File: src/rtl/lrcc_map.svh
`ifndef LRCC_MAP_SVH
`define LRCC_MAP_SVH

// Register indices; byte address is four times the index
`define LRCC_IDX_PAR_HIGH 8'h55
`define LRCC_IDX_PAR_LOW 8'h56
`define LRCC_IDX_SELFTEST 8'h57
`define LRCC_IDX_CONFIG 8'h58
`define LRCC_IDX_RSVD_A 8'h59
`define LRCC_IDX_RSVD_B 8'h5A
`define LRCC_IDX_REMOTE_SERIALIZER_IDENTIFIER 8'h5B
`define LRCC_IDX_IRQ_STATUS 8'h70
`define LRCC_IDX_IRQ_CLEAR 8'h71
`define LRCC_IDX_IRQ_ENABLE 8'h72

// Configuration field positions
`define LRCC_CFG_PASS_ALL 7
`define LRCC_CFG_PASS_DEC 6
`define LRCC_CFG_ACK_ALL 5
`define LRCC_CFG_RL_CAM 4
`define LRCC_CFG_CRC_ON 3
`define LRCC_CFG_RATE_HI 1
`define LRCC_CFG_RATE_LO 0

// Identifier register field positions
`define LRCC_ID_HI 7
`define LRCC_ID_LO 1
`define LRCC_ID_HOLD 0

// Interrupt status bit positions
`define LRCC_IRQ_PARITY 0
`define LRCC_IRQ_SELFTEST 1
`define LRCC_IRQ_ID_LOAD 2

// Reset values
`define LRCC_RST_CONFIG 8'h18
`define LRCC_RST_REMOTE_SERIALIZER_IDENTIFIER 7'h00
`define LRCC_RST_COUNT 16'h0000
`define LRCC_RST_IRQ 3'h0

// Return link rate codes
`define LRCC_RATE_FAST 2'h0
`define LRCC_RATE_SLOW 2'h1

`endif

File: src/rtl/lrcc_pkg.sv
package lrcc_pkg;

	// Bus slave phase, one-hot
	typedef enum logic [3:0] {
		LRCC_IDLE = 4'h1,
		LRCC_RD_WAIT = 4'h2,
		LRCC_RD_DONE = 4'h4,
		LRCC_WR_DATA = 4'h8
	} lrcc_bus_e;

	// Local I2C transaction offered for forwarding
	typedef struct packed {
		logic start;
		logic addr_match;
		logic is_write;
	} lrcc_i2c_req_s;

	// Settings driven into the return link
	typedef struct packed {
		logic link_on;
		logic crc_on;
		logic [1:0] rate_code;
	} lrcc_link_cfg_s;

	// Whole block state
	typedef struct packed {
		lrcc_bus_e bus;
		logic [7:0] idx;
		logic [31:0] rdata;
		logic [15:0] par_cnt;
		logic [7:0] st_cnt;
		logic pass_all;
		logic pass_dec;
		logic ack_all;
		logic rl_cam;
		logic crc_on;
		logic [1:0] rate;
		logic [6:0] remote_serializer_identifier;
		logic hold;
		logic [2:0] irq_status;
		logic [2:0] irq_enable;
		logic forward;
		logic ack;
		lrcc_link_cfg_s link;
	} lrcc_state_s;

endpackage : lrcc_pkg

File: src/rtl/lrcc_regs.sv
// Overview of operation
// - Receiver parity errors are counted, restarting on valid lock or a low-byte read, low 8 bits in the low register.
// - Any read of the low count register clears the count.
// - The upper 8 count bits sit in the high register and clear when the low register is read.
// - The self-test error count is a read-only 8-bit register.
// - With pass-all set, every local I2C transaction is forwarded to the serializer.
// - With decoded pass-through set and pass-all clear, a transaction is forwarded only on an address match.
// - With acknowledge-all set, all I2C writes are acknowledged locally whatever the lock or remote answer.
// - In camera mode the return link runs only while its enable bit is set; in display mode always.
// - The return link CRC generator runs while its bit is set.
// - The 2-bit rate field picks the return link rate: 00 fast, 01 slow, others reserved.
// - The serializer identifier loads from the remote side but software may still write it.
// - While hold is set the identifier stops auto-loading and keeps the written value.
`include "lrcc_map.svh"

module lrcc_regs
	import lrcc_pkg::*;
(
	input wire logic i_ref_clk,
	input wire logic i_reset_n,
	input wire logic i_hsel,
	input wire logic [31:0] i_haddr,
	input wire logic [1:0] i_htrans,
	input wire logic i_hwrite,
	input wire logic [2:0] i_hsize,
	input wire logic [31:0] i_hwdata,
	input wire logic i_hready,
	output logic [31:0] o_hrdata,
	output logic o_hreadyout,
	output logic o_hresp,
	input wire logic i_parity_error,
	input wire logic i_lock_detect,
	input wire logic i_fwd_locked,
	input wire logic i_selftest_error,
	input wire logic i_id_valid,
	input wire logic [6:0] i_id_value,
	input wire logic i_camera_mode,
	input wire lrcc_i2c_req_s i_i2c_req,
	input wire logic i_remote_ack,
	output logic o_i2c_forward,
	output logic o_i2c_ack,
	output lrcc_link_cfg_s o_link_cfg,
	output logic [6:0] o_remote_serializer_identifier,
	output logic o_irq
);

	// Whole block state and its next value
	lrcc_state_s state;
	lrcc_state_s next_state;

	// Configuration byte after reset; all fields but the rate are picked from it by position
	localparam logic [7:0] cfg_reset = `LRCC_RST_CONFIG;

	// Word index of a byte address, or all ones when misaligned or out of range
	// All ones decodes to no register, so stray addresses read zero and write nothing
	function automatic logic [7:0] lrcc_index(input logic [31:0] addr);
		logic [7:0] idx;
		// Aligned words inside the window map one to one onto indices
		idx = addr[9:2];
		if (addr[1:0] != 2'h0 || addr[31:10] != 22'h0)
		begin
			idx = 8'hFF;
		end
		return idx;
	endfunction : lrcc_index

	// Register read value for a word index
	// Pure decode; the clear-on-read side effect lives in the bus sequencer
	function automatic logic [7:0] lrcc_read(input lrcc_state_s s, input logic [7:0] idx);
		logic [7:0] v;
		v = 8'h00;
		if (idx == `LRCC_IDX_PAR_HIGH)
		begin
			v = s.par_cnt[15:8];
		end
		else if (idx == `LRCC_IDX_PAR_LOW)
		begin
			v = s.par_cnt[7:0];
		end
		else if (idx == `LRCC_IDX_SELFTEST)
		begin
			v = s.st_cnt;
		end
		else if (idx == `LRCC_IDX_CONFIG)
		begin
			// Bit 2 is reserved and stays zero
			v[`LRCC_CFG_PASS_ALL] = s.pass_all;
			v[`LRCC_CFG_PASS_DEC] = s.pass_dec;
			v[`LRCC_CFG_ACK_ALL] = s.ack_all;
			v[`LRCC_CFG_RL_CAM] = s.rl_cam;
			v[`LRCC_CFG_CRC_ON] = s.crc_on;
			v[`LRCC_CFG_RATE_HI:`LRCC_CFG_RATE_LO] = s.rate;
		end
		else if (idx == `LRCC_IDX_REMOTE_SERIALIZER_IDENTIFIER)
		begin
			// Identifier sits above the hold bit
			v[`LRCC_ID_HI:`LRCC_ID_LO] = s.remote_serializer_identifier;
			v[`LRCC_ID_HOLD] = s.hold;
		end
		else if (idx == `LRCC_IDX_IRQ_STATUS)
		begin
			v = {5'h00, s.irq_status};
		end
		else if (idx == `LRCC_IDX_IRQ_ENABLE)
		begin
			v = {5'h00, s.irq_enable};
		end
		else
		begin
			v = 8'h00;
		end
		return v;
	endfunction : lrcc_read

	// Bus strobe, write byte, event vector and identifier load
	logic accept;
	logic [7:0] wdata;
	logic [2:0] events;
	logic id_load;

	// Address phase accepted only when the bus is ready
	assign accept = i_hsel && i_htrans[1] && i_hready;

	// Only the low byte of the write word carries register bits
	assign wdata = i_hwdata[7:0];

	// Remote identifier frames are dropped while software holds the value
	assign id_load = i_id_valid && !state.hold;

	// Hardware events feeding the sticky status
	// One status bit per event, positions from the map
	always_comb
	begin
		events = 3'h0;
		events[`LRCC_IRQ_PARITY] = i_parity_error;
		events[`LRCC_IRQ_SELFTEST] = i_selftest_error;
		events[`LRCC_IRQ_ID_LOAD] = id_load;
	end

	// Next state of the whole block
	always_comb
	begin
		next_state = state;

		// Counters run every cycle
		// A valid lock restarts the parity count from zero
		if (i_lock_detect)
		begin
			next_state.par_cnt = `LRCC_RST_COUNT;
		end
		// Self-test errors saturate so a long burst never reads back small
		if (i_selftest_error && state.st_cnt != 8'hFF)
		begin
			next_state.st_cnt = state.st_cnt + 8'h01;
		end

		// Remote identifier auto-load
		if (id_load)
		begin
			next_state.remote_serializer_identifier = i_id_value;
		end

		// Bus phase sequencing
		// A read spends one wait cycle here so the register is sampled into the
		// read data flop; a low count read clears both count bytes in that cycle.
		// A write lands at the end of its data phase and adds no wait state.
		case (state.bus)
			LRCC_RD_WAIT:
			begin
				// Upper read data bits are always zero
				next_state.rdata = {24'h000000, lrcc_read(state, state.idx)};
				if (state.idx == `LRCC_IDX_PAR_LOW)
				begin
					next_state.par_cnt = `LRCC_RST_COUNT;
				end
				next_state.bus = LRCC_RD_DONE;
			end
			LRCC_WR_DATA:
			begin
				if (state.idx == `LRCC_IDX_CONFIG)
				begin
					// Reserved bit 2 is dropped so it always reads zero
					next_state.pass_all = wdata[`LRCC_CFG_PASS_ALL];
					next_state.pass_dec = wdata[`LRCC_CFG_PASS_DEC];
					next_state.ack_all = wdata[`LRCC_CFG_ACK_ALL];
					next_state.rl_cam = wdata[`LRCC_CFG_RL_CAM];
					next_state.crc_on = wdata[`LRCC_CFG_CRC_ON];
					next_state.rate = wdata[`LRCC_CFG_RATE_HI:`LRCC_CFG_RATE_LO];
				end
				else if (state.idx == `LRCC_IDX_REMOTE_SERIALIZER_IDENTIFIER)
				begin
					// Software write wins over an auto-load in the same cycle
					next_state.remote_serializer_identifier = wdata[`LRCC_ID_HI:`LRCC_ID_LO];
					next_state.hold = wdata[`LRCC_ID_HOLD];
				end
				else if (state.idx == `LRCC_IDX_IRQ_CLEAR)
				begin
					// Ones clear status bits, zeros leave them
					next_state.irq_status = state.irq_status & ~wdata[2:0];
				end
				else if (state.idx == `LRCC_IDX_IRQ_ENABLE)
				begin
					// Enable bits use the status layout
					next_state.irq_enable = wdata[2:0];
				end
				next_state.bus = LRCC_IDLE;
			end
			default:
			begin
				next_state.bus = LRCC_IDLE;
			end
		endcase

		// New address phase
		// Only taken while ready, so it never lands on a read wait cycle
		if (accept)
		begin
			next_state.idx = lrcc_index(i_haddr);
			next_state.bus = i_hwrite ? LRCC_WR_DATA : LRCC_RD_WAIT;
		end

		// Parity count, an error in the clearing cycle still counts
		// Saturates at all ones instead of wrapping back to zero
		if (i_parity_error && next_state.par_cnt != 16'hFFFF)
		begin
			next_state.par_cnt = next_state.par_cnt + 16'h0001;
		end

		// Sticky status, set wins over clear
		// An event in the cycle of a clear write leaves its bit set
		next_state.irq_status = next_state.irq_status | events;

		// I2C forwarding decision per transaction
		// Decided once at the start and held until the next transaction
		if (i_i2c_req.start)
		begin
			next_state.forward = state.pass_all
				|| (state.pass_dec && i_i2c_req.addr_match);
		end

		// Local acknowledge
		// The remote answer only counts while the forward link is locked
		next_state.ack = (state.ack_all && i_i2c_req.is_write)
			|| (i_fwd_locked && i_remote_ack);

		// Return link settings
		// Display mode keeps the return link on whatever the camera bit says
		// Reserved rate codes are passed on unchanged
		next_state.link.link_on = !i_camera_mode || state.rl_cam;
		next_state.link.crc_on = state.crc_on;
		next_state.link.rate_code = state.rate;
	end

	// State register
	// Reset loads the defaults; the bus starts idle and ready
	always_ff @(posedge i_ref_clk or negedge i_reset_n)
	begin
		if (!i_reset_n)
		begin
			state.bus <= LRCC_IDLE;
			state.idx <= 8'h00;
			state.rdata <= 32'h00000000;
			state.par_cnt <= `LRCC_RST_COUNT;
			state.st_cnt <= 8'h00;
			state.pass_all <= cfg_reset[`LRCC_CFG_PASS_ALL];
			state.pass_dec <= cfg_reset[`LRCC_CFG_PASS_DEC];
			state.ack_all <= cfg_reset[`LRCC_CFG_ACK_ALL];
			state.rl_cam <= cfg_reset[`LRCC_CFG_RL_CAM];
			state.crc_on <= cfg_reset[`LRCC_CFG_CRC_ON];
			state.rate <= `LRCC_RATE_FAST;
			state.remote_serializer_identifier <= `LRCC_RST_REMOTE_SERIALIZER_IDENTIFIER;
			state.hold <= 1'b0;
			state.irq_status <= `LRCC_RST_IRQ;
			state.irq_enable <= `LRCC_RST_IRQ;
			state.forward <= 1'b0;
			state.ack <= 1'b0;
			state.link.link_on <= cfg_reset[`LRCC_CFG_RL_CAM];
			state.link.crc_on <= cfg_reset[`LRCC_CFG_CRC_ON];
			state.link.rate_code <= `LRCC_RATE_FAST;
		end
		else
		begin
			state <= next_state;
		end
	end

	// Bus answer, one wait state on reads
	// Response is always OKAY; nothing on this bus is refused
	assign o_hrdata = state.rdata;
	assign o_hreadyout = (state.bus != LRCC_RD_WAIT);
	assign o_hresp = 1'b0;

	// Block outputs
	// Interrupt is a level, high while any enabled status bit is set
	assign o_i2c_forward = state.forward;
	assign o_i2c_ack = state.ack;
	assign o_link_cfg = state.link;
	assign o_remote_serializer_identifier = state.remote_serializer_identifier;
	assign o_irq = |(state.irq_status & state.irq_enable);

endmodule : lrcc_regs

File: config.mk
export PLATFORM = sky130hd
export DESIGN_NAME = lrcc_regs
export DESIGN_NICKNAME = d
export VERILOG_FILES = /design/src/rtl/lrcc_pkg.sv /design/src/rtl/lrcc_regs.sv
export VERILOG_INCLUDE_DIRS = /design/src /design/src/rtl
export SDC_FILE = /design/constraint.sdc
export NUM_CORES = 1
export LEC_CHECK = 0
export BUFFER_PORTS_ARGS = -buffer_cell sky130_fd_sc_hd__buf_2
export CAP_MARGIN = 0
export CORE_MARGIN = 2
export CORE_UTILIZATION = 30
export DETAILED_ROUTE_END_ITERATION = 10
export GPL_ROUTABILITY_DRIVEN = 0
export SLEW_MARGIN = 20
export SYNTH_ARGS = -nofsm -noshare
export SYNTH_HDL_FRONTEND = slang
export SYNTH_SLANG_ARGS = --single-unit
File: constraint.sdc
create_clock -name i_ref_clk -period 2.33 [get_ports i_ref_clk]
set_clock_uncertainty 0.05 [all_clocks]
set_input_delay 0.466 -clock i_ref_clk [delete_from_list [all_inputs] [get_ports i_ref_clk]]
set_output_delay 0.466 -clock i_ref_clk [all_outputs]
set_load 0.03 [all_outputs]
; ---- After elaboration in Yosys (flattened, before gate mapping)
; Index checks and enable logic that the tools add are counted.
[totals]
input_bits = 91
ff_bits = 71
wordCells = 87
[op_classes]
n_bitwise = 7
n_reduce_logical = 20
n_mux = 25
eq_ne = 13
add_sub_neg = 2
[op_table]
columns = op, count
row1 = $eq A8 B7 Y1 const B, 8
row2 = $mux W16, 4
row3 = $mux W8, 7
row4 = $mux W14, 2
row5 = $reduce_bool A22 Y1, 1
row6 = $add A16 B1 Y16 const B, 1
row7 = $ne A16 B16 Y1 const B, 1
row8 = $mux W3, 5
row9 = $mux W12, 1
row10 = $add A8 B1 Y8 const B, 1
row11 = $logic_and A1 B1 Y1, 8
row12 = $ne A8 B8 Y1 const B, 1
row13 = $mux W7, 1
row14 = $and A3 B3 Y3, 2
row15 = $mux W6, 1
row16 = $mux W5, 1
row17 = $reduce_and A5 Y1, 1
row18 = $eq A4 B2 Y1 const B, 1
row19 = $eq A4 B4 Y1 const B, 1
row20 = $logic_or A1 B1 Y1, 4
row21 = $mux W4, 1
row22 = $ne A4 B2 Y1 const B, 1
row23 = $not A1 Y1, 3
row24 = $not A3 Y3, 1
row25 = 8 further kinds, 9

; ---- Depth between registers and ports, before layout
[depth]
word_depth = 8
depth_mapped = 7

; ---- Worst setup path before layout
; Ideal clock, no wire load.
[synth_timing]
path_type = reg-to-reg
startpoint = register state[93] (netlist name)
endpoint = register state[42] (netlist name)
path_stages_with_launch = 7
arrival_time_ps = 1917
path_buffers = 0
setup_time_ps = 132
path_slack_ps = 231
required_time_ps = 2148
cell_sequence = dfrtp_1 nor4b_4 inv_2 or4_4 a211oi_1 xnor2_1 nor2_1
[synth_rtl]
columns = element, line_no
row1 = start: declaration, lrcc_regs.sv:48  ; lrcc_state_s state;
row2 = start signal: assignment, lrcc_regs.sv:283  ; state <= next_state;

; ---- Worst setup path after layout
[layout_timing]
startpoint = register state[90] (netlist name)
endpoint = register state (netlist bit next_state[1])
[layout_via]
elab_chain_cells = 2
[layout_lines]
columns = element
row1 = $eq A8 B7 Y1 (no line)
row2 = $reduce_and A2 Y1 (no line)
; No other way between the ends.
; A chain may end at the register's enable or synchronous reset.

==> out/qor.yml <==
synthDistinctLibCells: 56
synthFlopType: "dfrtp_1"
synth_enable_flop_cells: 0
top_layer: "met4"
period_minus_slack_ps: 2120
diodes: 0
die-height_um: 117.1
drt_iter0_markers: 292
syn_avg_cell_area_um2: 9.821
clkPwrFrac_pct: 45.7
p_per_area_mw_per_mm2: 744.5
maxCapViolations: 0
regToRegSetupSlack_ps: 210
hold_violations: 0
cts.sinks: 71
relSlewSlack_pct: 61.91
r2r_end: "next_state[1]$_DFFE_PN0P_"
ant_nets: 0
track_usage_pct: 14.14
nets: 562
grt_pass1_vias: 3015
initial_utilization_pct: 30.55
p_leak_nw: 2.100
ctsLongestPathBuffers: 2
die_w_um: 117.1
r2r_cells: 6
dr_wl_met2_mm: 4.353
combPwrFrac_pct: 12.8
num_vias: 3113
post_cts_buffers: 0
clockRootBuffer: "clkbuf_16"
clk_pin_slew_ps: 60
timing.setup.tns_ps: 0
drt-met1-wl_mm: 4.046
grt_pass1_wl_mm: 15.04
grt_overflow: 0
syn_to_final_growth_pct: 21.80
p_sw_share_pct: 25.57
ir_drop_mv: 0.3907
numCtsBuffers: 9
internal_power_mw: 2.592
critPathCaptureType: "register"
setup_viol: 0
dpl.hpwl_mm: 6.916
wl_per_cell_um: 13.98
final_layout_size_suffix_gt1_share_pct: 30.11
antenna_found_initial: 0
pwr-share-seq_pct: 41.5
critPathRequiredTime_ps: 2490
core_area_mm2: 0.01257
setup.worst_path.class: "reg2reg"
p_switching_mw: 0.8904
async_flop_share_pct: 100.0
wl_met3_um: 544
clk_latency_ps: 330
hold_buffers: 0
p_total_mw: 3.482
yosys_warnings: 0
r2r_start: "state[90]$_DFFE_PN0P_"
cts_tree: "yes"
io_buffers: 85
dr.pass1.iters: 4
io_pins: 139
via_per_inst: 4.811
cts.htree.levels: 3
synthesis.instances: 391
slew_violations: 0
rows: 41
drc: 0
seq_area_frac_synth_pct: 46.43
arrival_ps: 2280
routed_wirelength_mm: 9.048
syn_area_mm2: 0.003840
fin_crit_sh_pct: 91.00
grt_max_degree: 72
critPathMaxFanout: 7
startpoint_type: "register"
ys_seq_elements: 71
min_path_type: "in2async"
worst_pin_slew_ps: 566.2
status: "complete, no violations"
die_area_mm2: 0.01372
fmax_ghz: 0.4717
rsz0062_at_grt: "false"
## registers in the layout, summed over array words and instances, names as in the netlist
register	count
state	47
o_remote_serializer_identifier	7
o_i2c_forward	1
o_hrdata	8
next_state	3
o_i2c_ack	1
o_link_cfg	4
## worst max-delay path, cell delays in order (launching register included)
cell	delay, ps
dfrtp_1	380
nor4bb_1	340
buf_4	180
nand2_1	100
nor3_1	380
nand2_2	250
mux2_2	320
## cells in the final DEF (no fill, tap or decap), types with 3 or more instances in the layout
master | netlist | routed
or3_1 | 4 | 4
nand2_1 | 34 | 33
and4_1 | 3 | 3
o22a_1 | 8 | 8
o31ai_1 | 3 | 3
clkbuf_16 | 0 | 9
nor3b_1 | 3 | 3
nor4_1 | 10 | 10
dfrtp_1 | 66 | 66
nor2_1 | 34 | 34
xor2_1 | 3 | 3
nor3_1 | 6 | 6
nor2b_1 | 5 | 5
buf_2 | 0 | 85
mux2_2 | 12 | 12
mux2i_1 | 13 | 13
nand4_1 | 5 | 5
a221oi_1 | 5 | 5
and3_1 | 7 | 7
dfstp_2 | 5 | 5
o21ai_0 | 19 | 19
nand2b_1 | 4 | 4
a21oi_1 | 20 | 20
xnor2_1 | 9 | 9
bufinv_16 | 0 | 3
inv_1 | 7 | 7
conb_1 | 1 | 25
a31oi_1 | 4 | 4
a21o_1 | 5 | 5
nand3_1 | 5 | 5
buf_4 | 44 | 16
## how the worst max path moves through the flow
stage	start	endpoint	slack [ps]	cells past startpoint
after global routing	state[85]$_DFFE_PN0P_	next_state[1]$_DFFE_PN0P_	50	6
after detailed placement	state[90]$_DFFE_PN0P_	state[24]$_DFFE_PN0P_	100	6
after floorplan	state[93]$_DFF_PN0_	state[42]$_DFF_PN0_	230	6
final	state[90]$_DFFE_PN0P_	next_state[1]$_DFFE_PN0P_	210	6
after CTS	state[90]$_DFFE_PN0P_	next_state[1]$_DFFE_PN0P_	90	6
after global placement	state[90]$_DFFE_PN0P_	next_state[1]$_DFFE_PN0P_	150	6
## timing repair
| action | CTS | global route |
|---|---|---|
| endpoints found under the hold margin | 0 | 0 |
| resized for setup | 0 | 1 |
| setup endpoints to repair | 0 | 5 |
## Yosys cell counts (2+ instances only)
library cell,number,area (µm²)
nand2b_1,4,25.02
dfstp_2,5,131.4
o32ai_1,2,17.52
xor2_1,3,26.28
buf_1,2,7.510
o22a_1,8,70.07
a222oi_1,2,20.02
o22ai_1,2,12.51
and4b_1,2,20.02
a31oi_1,4,25.02
nand3_1,5,25.02
nor2b_1,5,31.28
o31ai_1,3,22.52
or3_1,4,25.02
a211oi_1,2,15.01
nor4_1,10,62.56
and3_1,7,43.79
nor3_1,6,30.03
inv_1,7,26.28
nor3b_1,3,22.52
buf_4,44,330.3
a221oi_1,5,43.79
mux2_2,12,135.1
and4_1,3,26.28
clkbuf_1,12,45.04
xnor2_1,9,78.83
nand2_1,34,127.6
a21o_1,5,37.54
o21ai_0,19,95.09
a21oi_1,20,100.1
nand4_1,5,31.28
nand3b_1,2,15.01
nand4b_1,2,17.52
dfrtp_1,66,1652
nor2_1,34,127.6
mux2i_1,13,130.1
## cell families after synthesis
family / synth area share, %
multiplexers: 6.908
buffers and inverters: 10.75
adder cells (fa/ha/maj): 0.3258
XOR/XNOR: 2.737
flip-flops: 46.43
other: 0.09766
AO/OA/AOI/OAI: 13.85
AND/OR/NAND/NOR: 18.90
## routing by layer
metal / global-route usage [%] / up-vias
met5: 0 / -
met4: 4.078 / 0
met3: 3.193 / 11
met2: 22.89 / 103
met1: 19.08 / 1497
li1: - / 1502
## stage by stage
step                      util [%]  worst slack (ps)  hold WS [ps]  cells  cell area, µm²
after floorplan                  -             231.1         120.4    415            3930
after global placement       34.44             146.0         315.5    631            4328
after detailed placement     34.44             103.6         315.7    631            4328
after CTS                    37.19             92.85         143.9    647            4674
after global routing         37.21             53.14         153.8    647            4677
final                        37.21             209.8         113.0    647            4677
## final cells by class
type / count / area [µm²]
flip-flops and latches: 71 / 1783
well taps: 172 / 215.2
clock buffers: 10 / 239.0
multi-input cells: 278 / 1737
clock inverters: 6 / 107.6
repair buffers: 102 / 565.5
inverters: 8 / 30.03
fillers: 1269 / 7891
## power groups by stage
stage	logic, mW	clock network, mW	registers (mW)
after detailed placement	0.449	0	1.47
final	0.446	1.59	1.45
after floorplan	0.359	0	1.44
after global placement	0.442	0	1.46
after CTS	0.451	1.62	1.44
after global routing	0.499	1.68	1.46
Power figures use the tool's default switching activity.
